[src/hw/smie_pkg.sv]
package smie_pkg;

  // instruction classes presented by the decode stage
  typedef enum logic [3:0] {
    SMIE_OP_NOP  = 4'h0,
    SMIE_OP_BREAKPOINT_INSTR = 4'h1,
    SMIE_OP_CPS  = 4'h2,
    SMIE_OP_DMB  = 4'h3,
    SMIE_OP_DSB  = 4'h4,
    SMIE_OP_ISB  = 4'h5,
    SMIE_OP_MRS  = 4'h6,
    SMIE_OP_MSR  = 4'h7,
    SMIE_OP_SEV  = 4'h8
  } smie_op_t;

  // special register selector
  typedef enum logic [2:0] {
    SMIE_SR_APP_STATUS_PSR   = 3'h0,
    SMIE_SR_EXCEPTION_NUMBER_PSR   = 3'h1,
    SMIE_SR_EXEC_STATE_PSR   = 3'h2,
    SMIE_SR_PSR    = 3'h3,
    SMIE_SR_IMASK  = 3'h4,
    SMIE_SR_THR    = 3'h5,
    SMIE_SR_THRMAX = 3'h6,
    SMIE_SR_FMASK  = 3'h7
  } smie_sreg_t;

  // sequencer states, one-hot
  typedef enum logic [1:0] {
    SMIE_ST_IDLE  = 2'b01,
    SMIE_ST_DRAIN = 2'b10
  } smie_state_t;

  // decoded instruction as handed to the executor
  typedef struct packed {
    smie_op_t    op;
    logic [7:0]  imm;        // breakpoint immediate, never used
    logic [3:0]  opt;        // barrier option field
    logic        set_effect; // 1 set masks, 0 clear masks
    logic        flag_i;
    logic        flag_f;
    smie_sreg_t  sreg;
    logic        ns_suffix;
    logic [1:0]  psr_fields; // bit0 flags+q, bit1 ge
    logic [31:0] wdata;
    logic        cond_pass;
    logic        privileged;
    logic        secure;
  } smie_req_t;

  localparam logic [3:0]  SMIE_OPT_FULL  = 4'hF;
  localparam logic [31:0] SMIE_APP_STATUS_PSR_NZCVQ = 32'hF8000000;
  localparam logic [31:0] SMIE_APP_STATUS_PSR_GE    = 32'h000F0000;
  localparam int          SMIE_THR_W      = 8;

  // register map, byte addresses
  localparam logic [11:0] SMIE_ADDR_CTRL   = 12'h000;
  localparam logic [11:0] SMIE_ADDR_STATUS = 12'h004;
  localparam logic [11:0] SMIE_ADDR_MASKS  = 12'h008;
  localparam logic [11:0] SMIE_ADDR_THR    = 12'h00C;
  // control fields
  localparam int SMIE_CTRL_DBG_EN  = 0;
  localparam int SMIE_CTRL_EVT_CLR = 1;
  localparam logic SMIE_CTRL_RST   = 1'b0;

endpackage : smie_pkg

[src/hw/smie_exec.sv]
// Overview of operation
// RULE1: breakpoint halts into debug state when invasive debug is enabled.
// RULE2: breakpoint immediate has no effect on execution.
// RULE3: breakpoint executes even when its condition fails.
// RULE4: change-state sets or clears selected interrupt and fault masks.
// RULE5: unprivileged change-state leaves both masks unchanged.
// RULE6: memory order barrier orders all accesses for any option value.
// RULE7: accesses before memory order barrier complete before later ones.
// RULE8: memory order barrier never stalls non-memory instructions.
// RULE9: completion barrier covers all accesses for any option value.
// RULE10: completion barrier waits for earlier accesses; blocks later ones.
// RULE11: fetch sync barrier is full operation for any option value.
// RULE12: fetch sync barrier flushes the pipeline for refetch.
// RULE13: status reads return exec-state and exception-number as zero.
// RULE14: unbanked reads current bank; NS name reads NS or zero.
// RULE15: reading threshold-raise returns the threshold.
// RULE16: software never names stack pointer or pc as operand.
// RULE17: unprivileged special writes reach only the application status.
// RULE18: unprivileged status writes ignore unallocated and exec bits.
// RULE19: threshold-raise writes only nonzero lower or over-zero values.
// RULE20: unbanked writes current bank; NS name ignored from NS.
// RULE21: no-operation has no architectural effect.
// RULE22: send event signals all processors and sets event register.
// RULE23: unprivileged write to other register completes without fault.
//
// Our own choices: the address map and the APB register port.
module smie_exec (
  // clock and reset
  input  wire  logic              mclk,
  input  wire  logic              rst_n,
  // instruction stream
  input  wire  logic              instr_valid,
  output logic                    instr_ready,
  input  wire  smie_pkg::smie_req_t instr_req,
  output logic                    instr_done,
  output logic [31:0]             instr_rdata,
  // memory system
  input  wire  logic              mem_idle,
  output logic                    mem_hold,
  // pipeline, debug and events
  output logic                    pipe_flush,
  output logic                    debug_halt,
  output logic                    event_out,
  // secure bank mask state
  output logic                    cur_int_mask,
  output logic                    cur_fault_mask,
  output logic [7:0]              cur_threshold,
  // apb slave
  input  wire  logic              psel,
  input  wire  logic              penable,
  input  wire  logic              pwrite,
  input  wire  logic [11:0]       paddr,
  input  wire  logic [31:0]       pwdata,
  output logic [31:0]             prdata,
  output logic                    pready,
  output logic                    pslverr
);
  import smie_pkg::*;

  // bank index: 1 secure, 0 non-secure
  function automatic logic bank_of(input smie_req_t r);
    bank_of = r.secure & ~r.ns_suffix;
  endfunction : bank_of

  // access blocked when NS name used from non-secure state
  function automatic logic ns_blocked(input smie_req_t r);
    ns_blocked = r.ns_suffix & ~r.secure;
  endfunction : ns_blocked

  smie_state_t       state;
  smie_state_t       next_state;
  logic [1:0]        imask;
  logic [1:0]        fmask;
  logic [7:0]        thr [2];
  logic [31:0]       app_status_psr;
  logic              event_reg;
  logic              dbg_en;
  logic              accept;
  logic              execs;
  logic              bank;
  logic              blk;
  logic              is_breakpoint_instr;
  logic              is_cps;
  logic              is_dmb;
  logic              is_dsb;
  logic              is_isb;
  logic              is_mrs;
  logic              is_msr;
  logic              is_sev;
  logic              msr_ok;
  logic [7:0]        src8;
  logic [7:0]        thr_cur;
  logic              thr_max_ok;
  logic [31:0]       app_status_psr_wmask;
  logic [31:0]       next_rdata;
  logic              done_now;
  logic              apb_wr;
  logic              apb_rd;
  logic              addr_hit;
  logic [31:0]       apb_rmux;

  // request decode
  assign accept  = instr_valid & instr_ready;
  assign execs   = accept & instr_req.cond_pass;
  assign bank    = bank_of(instr_req);
  assign blk     = ns_blocked(instr_req);
  assign is_breakpoint_instr = accept & (instr_req.op == SMIE_OP_BREAKPOINT_INSTR); // RULE3
  assign is_cps  = execs & (instr_req.op == SMIE_OP_CPS);
  assign is_dmb  = execs & (instr_req.op == SMIE_OP_DMB);   // RULE6
  assign is_dsb  = execs & (instr_req.op == SMIE_OP_DSB);   // RULE9
  assign is_isb  = execs & (instr_req.op == SMIE_OP_ISB);   // RULE11
  assign is_mrs  = execs & (instr_req.op == SMIE_OP_MRS);
  assign is_msr  = execs & (instr_req.op == SMIE_OP_MSR);
  assign is_sev  = execs & (instr_req.op == SMIE_OP_SEV);

  // special write permission and threshold-raise test
  // RULE23: refused writes still complete through done_now
  assign msr_ok     = is_msr & ~blk & instr_req.privileged; // RULE17 RULE20
  assign src8       = instr_req.wdata[7:0];
  assign thr_cur    = thr[bank];
  assign thr_max_ok = (src8 != 8'h00) &&
                      ((thr_cur == 8'h00) || (src8 < thr_cur)); // RULE19
  assign app_status_psr_wmask = (instr_req.psr_fields[0] ? SMIE_APP_STATUS_PSR_NZCVQ : 32'h0) |
                      (instr_req.psr_fields[1] ? SMIE_APP_STATUS_PSR_GE    : 32'h0);

  // sequencer: completion barrier holds off everything after it
  assign instr_ready = (state == SMIE_ST_IDLE);             // RULE10
  always_comb begin
    next_state = state;
    case (state)
      SMIE_ST_IDLE:  if (is_dsb && !mem_idle) next_state = SMIE_ST_DRAIN;
      SMIE_ST_DRAIN: if (mem_idle) next_state = SMIE_ST_IDLE; // RULE10
      default:       next_state = SMIE_ST_IDLE;
    endcase
  end

  always_ff @(posedge mclk or negedge rst_n) begin
    if (!rst_n) begin
      state <= SMIE_ST_IDLE;
    end else begin
      state <= next_state;
    end
  end

  // completion: one cycle after acceptance, or when the drain ends
  // a no-operation only completes, touching no state
  assign done_now = (accept & ~(is_dsb & ~mem_idle)) | // RULE21
                    ((state == SMIE_ST_DRAIN) & mem_idle);

  // special register read value
  always_comb begin
    next_rdata = 32'h0;
    if (!blk) begin                                         // RULE14
      case (instr_req.sreg)
        SMIE_SR_APP_STATUS_PSR:   next_rdata = app_status_psr;
        SMIE_SR_PSR:    next_rdata = app_status_psr;                  // RULE13
        SMIE_SR_IMASK:  next_rdata = {31'h0, imask[bank]};
        SMIE_SR_FMASK:  next_rdata = {31'h0, fmask[bank]};
        SMIE_SR_THR:    next_rdata = {24'h0, thr_cur};
        SMIE_SR_THRMAX: next_rdata = {24'h0, thr_cur};      // RULE15
        default:        next_rdata = 32'h0;                 // RULE13
      endcase
    end
  end

  // answer registers and one-cycle pulses
  always_ff @(posedge mclk or negedge rst_n) begin
    if (!rst_n) begin
      instr_done  <= 1'b0;
      instr_rdata <= 32'h0;
      pipe_flush  <= 1'b0;
      debug_halt  <= 1'b0;
      event_out   <= 1'b0;
    end else begin
      instr_done  <= done_now;
      instr_rdata <= is_mrs ? next_rdata : 32'h0;
      pipe_flush  <= is_isb;                                // RULE12
      debug_halt  <= is_breakpoint_instr & dbg_en;                      // RULE1 RULE2
      event_out   <= is_sev;                                // RULE22
    end
  end

  // memory order barrier: hold later accesses until earlier ones end
  always_ff @(posedge mclk or negedge rst_n) begin
    if (!rst_n) begin
      mem_hold <= 1'b0;
    end else if (is_dmb) begin
      mem_hold <= 1'b1;                                     // RULE7
    end else if (mem_idle) begin
      mem_hold <= 1'b0;
    end
  end

  // banked mask and threshold registers
  genvar g;
  generate
    for (g = 0; g < 2; g++) begin : g_bank
      logic sel;
      assign sel = (bank == 1'(g));
      always_ff @(posedge mclk or negedge rst_n) begin
        if (!rst_n) begin
          imask[g] <= 1'b0;
          fmask[g] <= 1'b0;
          thr[g]   <= 8'h00;
        end else if (sel) begin
          if (is_cps && instr_req.privileged) begin         // RULE5
            if (instr_req.flag_i) imask[g] <= instr_req.set_effect; // RULE4
            if (instr_req.flag_f) fmask[g] <= instr_req.set_effect; // RULE4
          end
          if (msr_ok) begin
            case (instr_req.sreg)
              SMIE_SR_IMASK:  imask[g] <= instr_req.wdata[0];
              SMIE_SR_FMASK:  fmask[g] <= instr_req.wdata[0];
              SMIE_SR_THR:    thr[g]   <= src8;
              SMIE_SR_THRMAX: if (thr_max_ok) thr[g] <= src8; // RULE19
              default:        ;
            endcase
          end
        end
      end
    end
  endgenerate

  // application status: only allocated flag bits are ever stored
  always_ff @(posedge mclk or negedge rst_n) begin
    if (!rst_n) begin
      app_status_psr <= 32'h0;
    end else if (is_msr && !blk && ((instr_req.sreg == SMIE_SR_APP_STATUS_PSR) ||
                 (instr_req.sreg == SMIE_SR_PSR))) begin    // RULE17
      app_status_psr <= (app_status_psr & ~app_status_psr_wmask) |
              (instr_req.wdata & app_status_psr_wmask);               // RULE18
    end
  end

  // event register: a send wins over a software clear
  always_ff @(posedge mclk or negedge rst_n) begin
    if (!rst_n) begin
      event_reg <= 1'b0;
    end else if (is_sev) begin
      event_reg <= 1'b1;                                    // RULE22
    end else if (apb_wr && paddr == SMIE_ADDR_CTRL &&
                 pwdata[SMIE_CTRL_EVT_CLR]) begin
      event_reg <= 1'b0;
    end
  end

  // secure bank view of the masks, whatever the current security state
  assign cur_int_mask   = imask[1];
  assign cur_fault_mask = fmask[1];
  assign cur_threshold  = thr[1];

  // apb slave: zero wait states, error on unmapped address
  assign apb_wr   = psel & penable & pwrite;
  assign apb_rd   = psel & penable & ~pwrite;
  assign pready   = 1'b1;
  assign addr_hit = (paddr == SMIE_ADDR_CTRL) ||
                    (paddr == SMIE_ADDR_STATUS) ||
                    (paddr == SMIE_ADDR_MASKS) ||
                    (paddr == SMIE_ADDR_THR);
  assign pslverr  = psel & penable & ~addr_hit;
  assign apb_rmux =
    (paddr == SMIE_ADDR_CTRL)   ? {31'h0, dbg_en} :
    (paddr == SMIE_ADDR_STATUS) ? {29'h0, mem_hold,
                                   state == SMIE_ST_DRAIN, event_reg} :
    (paddr == SMIE_ADDR_MASKS)  ? {28'h0, fmask, imask} :
    (paddr == SMIE_ADDR_THR)    ? {16'h0, thr[1], thr[0]} : 32'h0;

  // control register and read data
  always_ff @(posedge mclk or negedge rst_n) begin
    if (!rst_n) begin
      dbg_en <= SMIE_CTRL_RST;
      prdata <= 32'h0;
    end else begin
      if (apb_wr && paddr == SMIE_ADDR_CTRL) dbg_en <= pwdata[SMIE_CTRL_DBG_EN];
      prdata <= (psel & ~penable & ~pwrite) ? apb_rmux : prdata;
    end
  end

  // checks
  property p_breakpoint_instr_halt;
    @(posedge mclk) disable iff (!rst_n)
    (is_breakpoint_instr && dbg_en) |=> debug_halt;
  endproperty
  a_breakpoint_instr_halt: assert property (p_breakpoint_instr_halt) // RULE1
    else $error("breakpoint did not halt");

  property p_breakpoint_instr_cond;
    @(posedge mclk) disable iff (!rst_n)
    (accept && instr_req.op == SMIE_OP_BREAKPOINT_INSTR && !instr_req.cond_pass &&
     dbg_en) |=> debug_halt;
  endproperty
  a_breakpoint_instr_cond: assert property (p_breakpoint_instr_cond) // RULE3
    else $error("failed-condition breakpoint skipped");

  property p_cps_unpriv;
    @(posedge mclk) disable iff (!rst_n)
    (is_cps && !instr_req.privileged) |=> ($stable(imask) && $stable(fmask));
  endproperty
  a_cps_unpriv: assert property (p_cps_unpriv) // RULE5
    else $error("unprivileged change-state altered masks");

  property p_dmb_nostall;
    @(posedge mclk) disable iff (!rst_n)
    is_dmb |=> (instr_ready && mem_hold);
  endproperty
  a_dmb_nostall: assert property (p_dmb_nostall) // RULE8
    else $error("memory order barrier stalled stream");

  property p_dsb_block;
    @(posedge mclk) disable iff (!rst_n)
    (is_dsb && !mem_idle) |=> (!instr_ready until_with mem_idle);
  endproperty
  a_dsb_block: assert property (p_dsb_block) // RULE10
    else $error("completion barrier released early");

  property p_isb_flush;
    @(posedge mclk) disable iff (!rst_n)
    is_isb |=> (pipe_flush && instr_done) ##1
               (!pipe_flush || $past(is_isb));
  endproperty
  a_isb_flush: assert property (p_isb_flush) // RULE12
    else $error("fetch barrier did not flush once");

  property p_mrs_zero;
    @(posedge mclk) disable iff (!rst_n)
    (is_mrs && (instr_req.sreg == SMIE_SR_EXCEPTION_NUMBER_PSR ||
                instr_req.sreg == SMIE_SR_EXEC_STATE_PSR || blk))
    |=> (instr_rdata == 32'h0);
  endproperty
  a_mrs_zero: assert property (p_mrs_zero) // RULE13
    else $error("status read not zero");

  property p_thrmax;
    @(posedge mclk) disable iff (!rst_n)
    (is_msr && instr_req.sreg == SMIE_SR_THRMAX && src8 == 8'h00)
    |=> $stable(thr[1]) && $stable(thr[0]);
  endproperty
  a_thrmax: assert property (p_thrmax) // RULE19
    else $error("zero threshold-raise changed threshold");

  property p_unpriv_msr;
    @(posedge mclk) disable iff (!rst_n)
    (is_msr && !instr_req.privileged && instr_req.sreg != SMIE_SR_APP_STATUS_PSR)
    |=> ($stable(imask) && $stable(fmask) && instr_done);
  endproperty
  a_unpriv_msr: assert property (p_unpriv_msr) // RULE23
    else $error("unprivileged write changed a mask");

  property p_sev;
    @(posedge mclk) disable iff (!rst_n)
    is_sev |=> (event_out && event_reg);
  endproperty
  a_sev: assert property (p_sev) // RULE22
    else $error("send event missing");

  c_dsb_drain: cover property (@(posedge mclk) disable iff (!rst_n)
    state == SMIE_ST_DRAIN ##1 state == SMIE_ST_IDLE);
  c_thr_raise: cover property (@(posedge mclk) disable iff (!rst_n)
    is_msr && instr_req.sreg == SMIE_SR_THRMAX && thr_max_ok);
  c_breakpoint_instr: cover property (@(posedge mclk) disable iff (!rst_n) debug_halt);

endmodule : smie_exec

[config.mk]
export PLATFORM = sky130hd
export DESIGN_NAME = smie_exec
export DESIGN_NICKNAME = d
export VERILOG_FILES = /design/src/hw/smie_pkg.sv /design/src/hw/smie_exec.sv
export SDC_FILE = /design/constraint.sdc
export NUM_CORES = 1
export LEC_CHECK = 0
export BUFFER_PORTS_ARGS = -buffer_cell sky130_fd_sc_hd__buf_2
export CELL_PAD_IN_SITES_DETAIL_PLACEMENT = 1
export CELL_PAD_IN_SITES_GLOBAL_PLACEMENT = 2
export CORE_MARGIN = 5
export CORE_UTILIZATION = 29
export DETAILED_ROUTE_END_ITERATION = 10
export GPL_TIMING_DRIVEN = 1
export MAX_ROUTING_LAYER = met4
export PLACE_DENSITY_LB_ADDON = 0.1
export RECOVER_POWER = 25
export SETUP_SLACK_MARGIN = 0.05
export SYNTH_ARGS = -nofsm -noshare
export SYNTH_HDL_FRONTEND = slang
export SYNTH_SLANG_ARGS = --single-unit
[constraint.sdc]
create_clock -name mclk -period 7.1 [get_ports mclk]
set_clock_uncertainty 0.1 [all_clocks]
set_input_delay 1.065 -clock mclk [delete_from_list [all_inputs] [get_ports mclk]]
set_output_delay 1.065 -clock mclk [all_outputs]
set_load 0.02 [all_outputs]
==> flow_summary_export.csv, run 1 <==
group,metric,value,unit
setup_path,reg2reg_depth,8,
clock_network,cts_buffer_depth,2,
timing,finalHoldViolCount,0,
timing,post-route-period-util,0.626,
clock_network,cts_setup_buffers,0,
logic_synthesis,synth_cell_type_count,48,
logic_synthesis,synth-simple-area-share,0.136,
place,portBuffers,103,
setup_path,arrival,3.89,ns
layout,drive_gt1_frac,0.347,
layout,final_area,0.00443,mm2
timing,setup_tns,0,ns
die,die_w,122,um
setup_path,cp.required,6.54,ns
logic_synthesis,netlist_instances,307,
clock_network,cts_root_buf,"clkbuf_16",
layout,area_delta_synth_final,22.7,%
worst_hold_path,hold_class,"reg2reg",
place,place_congestion,0.742,
detailed_routing,drc,0,
detailed_routing,drtPass1Iterations,4,
detailed_routing,routedWlPerCell,16.7,um
grt,grt.overflow.total,0,
timing,fmax,225,MHz
die,ios,193,
clock_network,cts_resized,0,
die,die_y,122,um
clock_network,cts_sinks,71,
timing,setup_viol,0,
setup_path,crit_type,"in2async",
power,p_leak,2.36,nW
power,ir_worst_vdd,121,uV
place,place_hpwl,7480,um
setup_path,r2r-end,"cur_threshold[4]",
setup_path,cp_cell_sequence,"buf_2 > clkbuf_1",
outcome,violations,"max-capacitance violations, max-slew violations",
run,maxCapViolCount,1,
clock_network,cts_tree,"yes",
logic_synthesis,synth_seq_cells,71,
detailed_routing,drt_iter0_drc,97,
setup_path,r2r_start,"cur_threshold[2]",
detailed_routing,routed_wl,9630,um
clock_network,cts_hold_buf,0,
logic_synthesis,synth_fa_ha_area_frac,0.0242,
die,fp-row-count,40,
worst_hold_path,hold-path-endpoint,"instr_rdata[30]",
setup_path,start_kind,"input port",
clock_network,clk_pin_slew,0.06,ns
grt,grt_max_degree,72,
clock_network,cts-buffers-inserted,9,
timing,final_max_slew_viol_count,72,
logic_synthesis,synth_xor_area_frac,0,
grt,antenna_found_initial,0,
worst_hold_path,holdPathStages,1,
logic_synthesis,syn_area,0.00361,mm2
logic_synthesis,synth_top_family_by_area,"multiplexers",
grt,grt_pass1_wl,15100,um
logic_synthesis,synthMuxAreaShare,0.144,
setup_path,cpMaxStageDelayCell,"clkbuf_1",
logic_synthesis,synth_compound_area_frac,0.0990,
setup_path,endpoint_kind,"async pin",
grt,first_global_vias,2777,
timing,finalCriticalPeriod,4.44,ns
timing,slew_headroom,-1.57,
logic_synthesis,synth_warnings,0,
detailed_routing,num_vias,2599,
logic_synthesis,syn_avg_cell_area,11.8,um2
layout,fin_nets,522,
setup_path,crit_fanout,71,
power,power,0.997,mW
detailed_routing,viasPerCell,4.50,
setup_path,cp_num_buf_inv,2,
timing,rsz0062_at_grt,"no",
logic_synthesis,yosysSeqAreaShare,0.492,
detailed_routing,ant_nets,0,
place,dpl_cell_area,0.00412,mm2
clock_network,htreeDepth,3,
grt,grt.total_usage,0.134,
setup_path,r2r_setup_slack,4.42,ns
layout,n_antenna_cell,0,
die,core-area,0.0121,mm2
power,power.density,225,mW/mm2
die,dieArea,0.0148,mm2
timing,tightest_slew,3.85,ns
die,start_util,0.298,
clock_network,clk-insertion-delay-late,0.33,ns
setup_path,crit_family,"buffers and inverters",
setup_path,slowest_delay,2.68,ns
outcome,status,"complete, but fails checks",
Yosys cell counts, drive strengths merged:
cell	n	area share
nand2b	5	0.011
o22ai	1	0.0017
nor2b	4	0.0069
clkbuf	7	0.0073
nand4	3	0.0052
dfstp	1	0.0073
nand2	16	0.017
o211ai	2	0.0080
a22o	13	0.032
inv	6	0.0062
o2bb2ai	1	0.0042
nor4	10	0.017
nand3	3	0.0042
a21o	2	0.0042
nor3b	1	0.0035
ha	7	0.024
and2	11	0.019
and2b	1	0.0021
mux4	3	0.019
and4bb	1	0.0035
a41oi	1	0.0024
a21oi	8	0.012
o21ai	11	0.015
nor2	16	0.017
conb	2	0.0021
buf	42	0.089
mux2	26	0.098
dfrtp	70	0.48
nand4b	1	0.0024
a22oi	1	0.0021
nor3	2	0.0028
and3	4	0.0069
and4b	1	0.0028
a32oi	1	0.0024
and4	4	0.0097
a311o	1	0.0028
o211a	1	0.0028
a31oi	2	0.0035
nor4bb	2	0.0055
o31ai	3	0.0062
mux2i	10	0.028
power by group:
group          total, mW  switching [mW]  leakage (nW)  internal, mW
clock              0.492           0.175         0.156         0.317
sequential         0.418         0.00624         0.981         0.412
combinational     0.0864          0.0565          1.22        0.0299
total              0.997           0.238          2.36         0.759
per-stage QoR:
stage | util | hold WS (ns) | instances | worst slack (ns)
final | 0.366 | 0.376 | 577 | 2.66
after global routing | 0.366 | 0.393 | 577 | 1.70
after CTS | 0.367 | 0.376 | 577 | 3.50
after detailed placement | 0.340 | 0.363 | 561 | 3.11
after global placement | 0.340 | 0.354 | 561 | 3.15
after floorplan | - | 0.344 | 337 | 3.50
how the worst max path moves through the flow:
stage	cells after the start	start	slack, ns	endpoint
finish	2	rst_n	2.66	state[1]
global route	2	rst_n	1.70	prdata[0]
CTS	9	instr_req[0]	3.50	cur_threshold[4]
detailed placement	9	instr_req[0]	3.11	cur_threshold[4]
global placement	9	instr_req[0]	3.15	cur_threshold[7]
floorplan	12	instr_req[37]	3.50	cur_threshold[0]
cell families (layout without fill, tap and decap cells):
logic type / count (synthesis) / count (layout)
and+or+nand+nor: 85 / 85
DFF: 71 / 71
buffers and inverters: 55 / 127
AOI/OAI and AO/OA: 48 / 48
muxes: 39 / 39
adders and majority gates: 7 / 7
other: 2 / 32
routing by layer:
layer,GRT usage,vias to the layer above,part of all wire
met4,0.0567,0,0.017
met3,0.0121,11,0.044
met1,0.183,1270,0.49
li1,-,1239,-
met2,0.206,79,0.45
met5,-,-,0
cell type report:
| type | instances | area [um2] |
|---|---|---|
| Multi-Input combinational cell | 211 | 1580 |
| Clock buffer | 11 | 243 |
| Inverter | 6 | 22.5 |
| Clock inverter | 5 | 81.3 |
| Tap cell | 168 | 210 |
| Fill cell | 1403 | 7680 |
| Sequential cell | 71 | 1780 |
| Timing Repair Buffer | 105 | 523 |
layout by cell type, fill, tap and decap left out, drive strengths merged, types with 8 or more instances in the layout:
master / netlist / layout
conb: 2 / 32
mux2i: 10 / 10
dfrtp: 70 / 70
a21oi: 8 / 8
and2: 11 / 11
o21ai: 11 / 11
a22o: 13 / 13
nand2: 16 / 16
clkbuf: 7 / 15
nor4: 10 / 10
mux2: 26 / 26
buf: 42 / 101
nor2: 16 / 16
No activity file was read; power rests on OpenSTA's default activity.
==> run 2, diff against run 1 <==
Settings changed: ABC_AREA set to 1, CORE_UTILIZATION 29 to 22.
Clock period 7.1 ns to 3.85 ns, I/O delays scaled along.
==> run 2 against run 1 <==
  * The run still ends with max-capacitance violations, max-slew violations left
  * Utilization fell by 9.4 points
  * Sequential cell count did not move
  * Clock power is 59% higher
  * First-iteration DRC count is 10% lower
==> flow_summary_export.csv, run 2 <==
group,metric,value,unit
outcome,status,"complete, but fails checks",
outcome,violations,"max-capacitance violations, max-slew violations",
power,power.density,377,mW/mm2
logic_synthesis,synth_seq_cells,71,
logic_synthesis,yosys.area.top_type,"dfrtp_1",
setup_path,crit_type,"in2reg",
power,p_comb_frac,0.116,
logic_synthesis,async_reset_ff_frac,1.00,
setup_path,cp.depth,19,
logic_synthesis,synthTopCellsByCount,"nand2_1 (109), dfrtp_1 (70), inv_1 (49), buf_4 (40), nand3_1 (35)",
logic_synthesis,synth_warnings,0,
timing,final_max_slew_viol_count,72,
logic_synthesis,ys.flop_type,"dfrtp_1",
power,p_int,1.26,mW
power,ir_worst_vdd,200,uV
setup_path,endpoint_kind,"flip-flop",
layout,area_delta_synth_final,22.1,%
layout,fin_nets,668,
setup_path,cp_num_buf_inv,4,
detailed_routing,drc,0,
logic_synthesis,synth_cell_type_count,39,
timing,fmax,357,MHz
layout,drive_gt1_frac,0.270,
place,portBuffers,103,
clock_network,cts_hold_buf,0,
clock_network,cts_tree,"yes",
setup_path,r2r_start,"cur_threshold[5]",
timing,setup_tns,0,ns
setup_path,slowest_delay,0.36,ns
detailed_routing,routedWlPerCell,15.2,um
power,p_sw_frac,0.283,
logic_synthesis,syn_area,0.00382,mm2
clock_network,cts_sinks,71,
layout,fillers,2134,
clock_network,cts_resized,0,
clock_network,clk-insertion-delay-late,0.34,ns
power,p_sw,0.499,mW
detailed_routing,drt_iter0_drc,87,
worst_hold_path,hold-path-endpoint,"event_out",
grt,grt.total_usage,0.126,
detailed_routing,viasPerCell,4.11,
layout,final_common_cell,"nand2_1",
die,fp-row-count,48,
setup_path,crit_family,"simple AND/OR/NAND/NOR gates",
setup_path,cpMaxStageDelayCell,"nand2_1",
detailed_routing,drtPass1Iterations,4,
place,place_hpwl,9200,um
power,clkPwrFrac,0.444,
logic_synthesis,synth-edff-count,0,
die,die_y,142,um
die,dieArea,0.0201,mm2
timing,holdWs,0.345,ns
timing,slew_headroom,-0.245,
timing,tightest_slew,1.87,ns
logic_synthesis,netlist.area_leader.share,0.458,
timing,rsz0062_at_grt,"no",
grt,grt.overflow.total,0,
power,p_leak,2.60,nW
grt,grt_pass1_wl,19100,um
clock_network,cts_root_buf,"clkbuf_16",
setup_path,arrival,2.93,ns
setup_path,reg2reg_depth,12,
layout,layout_common_cells,"nand2_1 (109), buf_2 (102), dfrtp_1 (70), inv_1 (49), nand3_1 (35)",
logic_synthesis,netlist_instances,450,
clock_network,htreeDepth,3,
timing,post-route-period-util,0.728,
setup_path,cp_cell_sequence,"buf_2 > inv_2 > nand2_1 > buf_4 > o21a_1 > inv_1 > ha_1 > nand2_1 > nand2_1 > nand2_1 > nand2_1 > nand2_1 > nand2_1 > nand2_1 > nand2_2 > nand2_4 > nand2_2 > nand2_1 > nand2_1",
clock_network,clk_pin_slew,0.06,ns
setup_path,r2r_setup_slack,1.52,ns
setup_path,path_common_cell,"nand2_1",
setup_path,r2r-end,"cur_threshold[1]",
worst_hold_path,hold_class,"in2reg",
grt,grt_max_degree,72,
setup_path,crit_fanout,18,
worst_hold_path,holdPathStages,2,
logic_synthesis,yosysSeqAreaShare,0.465,
place,place_congestion,0.774,
run,maxCapViolCount,1,
logic_synthesis,synth.area.top_cells,"dfrtp_1 (46%), nand2_1 (11%), buf_4 (7.9%)",
setup_path,start_kind,"input port",
die,die_w,142,um
detailed_routing,routed_wl,11800,um
die,core-area,0.0172,mm2
clock_network,cts-buffers-inserted,9,
clock_network,cts_buffer_depth,2,
detailed_routing,num_vias,3209,
timing,finalHoldViolCount,0,
detailed_routing,ant_nets,0,
clock_network,cts_setup_buffers,0,
setup_path,cp.required,3.97,ns
logic_synthesis,yosysMostFrequentCell,"nand2_1",
timing,finalCriticalPeriod,2.80,ns
timing,setup_viol,0,
die,ios,193,
layout,n_antenna_cell,0,
worst_hold_path,hold_start,"instr_req[58]",
die,start_util,0.223,
grt,first_global_vias,3577,
logic_synthesis,syn_avg_cell_area,8.49,um2
grt,antenna_found_initial,0,
power,seq_power_share,0.440,
==> run 2: kinds of logic (layout without fill, tap and decap cells) <==
logic type | after synthesis | after routing | synth area share
adders and majority gates | 7 | 7 | 0.0229
other | 2 | 32 | 0.00196
AOI/OAI and AO/OA | 42 | 42 | 0.0681
muxes | 9 | 9 | 0.0314
DFF | 71 | 71 | 0.465
buffers and inverters | 100 | 175 | 0.143
and+or+nand+nor | 219 | 219 | 0.267
==> run 2: final cells by class <==
type	instances	area, um2	area share
inverters	54	203	0.0434
multi-input cells	309	1600	0.343
flip-flops and latches	71	1780	0.381
clock inverters	6	43.8	0.00938
clock buffers	10	229	0.0490
repair buffers	105	531	0.114
well taps	225	282	0.0603
==> run 2: worst max-delay path by stage <==
stage | slack [ns] | from | to
floorplan | 1.60 | instr_req[37] | cur_threshold[4]
global route | 0.73 | instr_req[37] | cur_threshold[7]
finish | 1.05 | instr_req[37] | cur_threshold[1]
detailed placement | 0.71 | instr_req[37] | cur_threshold[1]
CTS | 1.06 | instr_req[37] | cur_threshold[1]
global placement | 0.72 | instr_req[37] | cur_threshold[0]
==> run 2: metal layers <==
metal  vias up  track usage  part of all wire
met4         0       0.0283             0.013
li1       1581            -                 -
met1      1533        0.148              0.44
met2        83        0.213              0.50
met3        12       0.0364             0.046
met5         -            -                 0
==> run 2: power by group through the flow <==
stage | sequential, mW | combinational [mW] | clock [mW]
global route | 0.778 | 0.233 | 0.848
detailed placement | 0.790 | 0.209 | 0
finish | 0.776 | 0.204 | 0.782
floorplan | 0.792 | 0.142 | 0
CTS | 0.776 | 0.210 | 0.821
global placement | 0.790 | 0.206 | 0
==> run 2: through the flow <==
step | utilization | power [mW] | instances | cell area, um2 | setup slack [ns]
2_1_floorplan | - | 0.935 | 480 | 3940 | 1.60
3_3_place_gp | 0.256 | 0.995 | 764 | 4410 | 0.715
3_5_place_dp | 0.256 | 1.00 | 764 | 4410 | 0.709
4_1_cts | 0.272 | 1.81 | 780 | 4680 | 1.06
5_1_grt | 0.272 | 1.86 | 780 | 4670 | 0.727
6_report | 0.272 | 1.76 | 780 | 4670 | 1.05
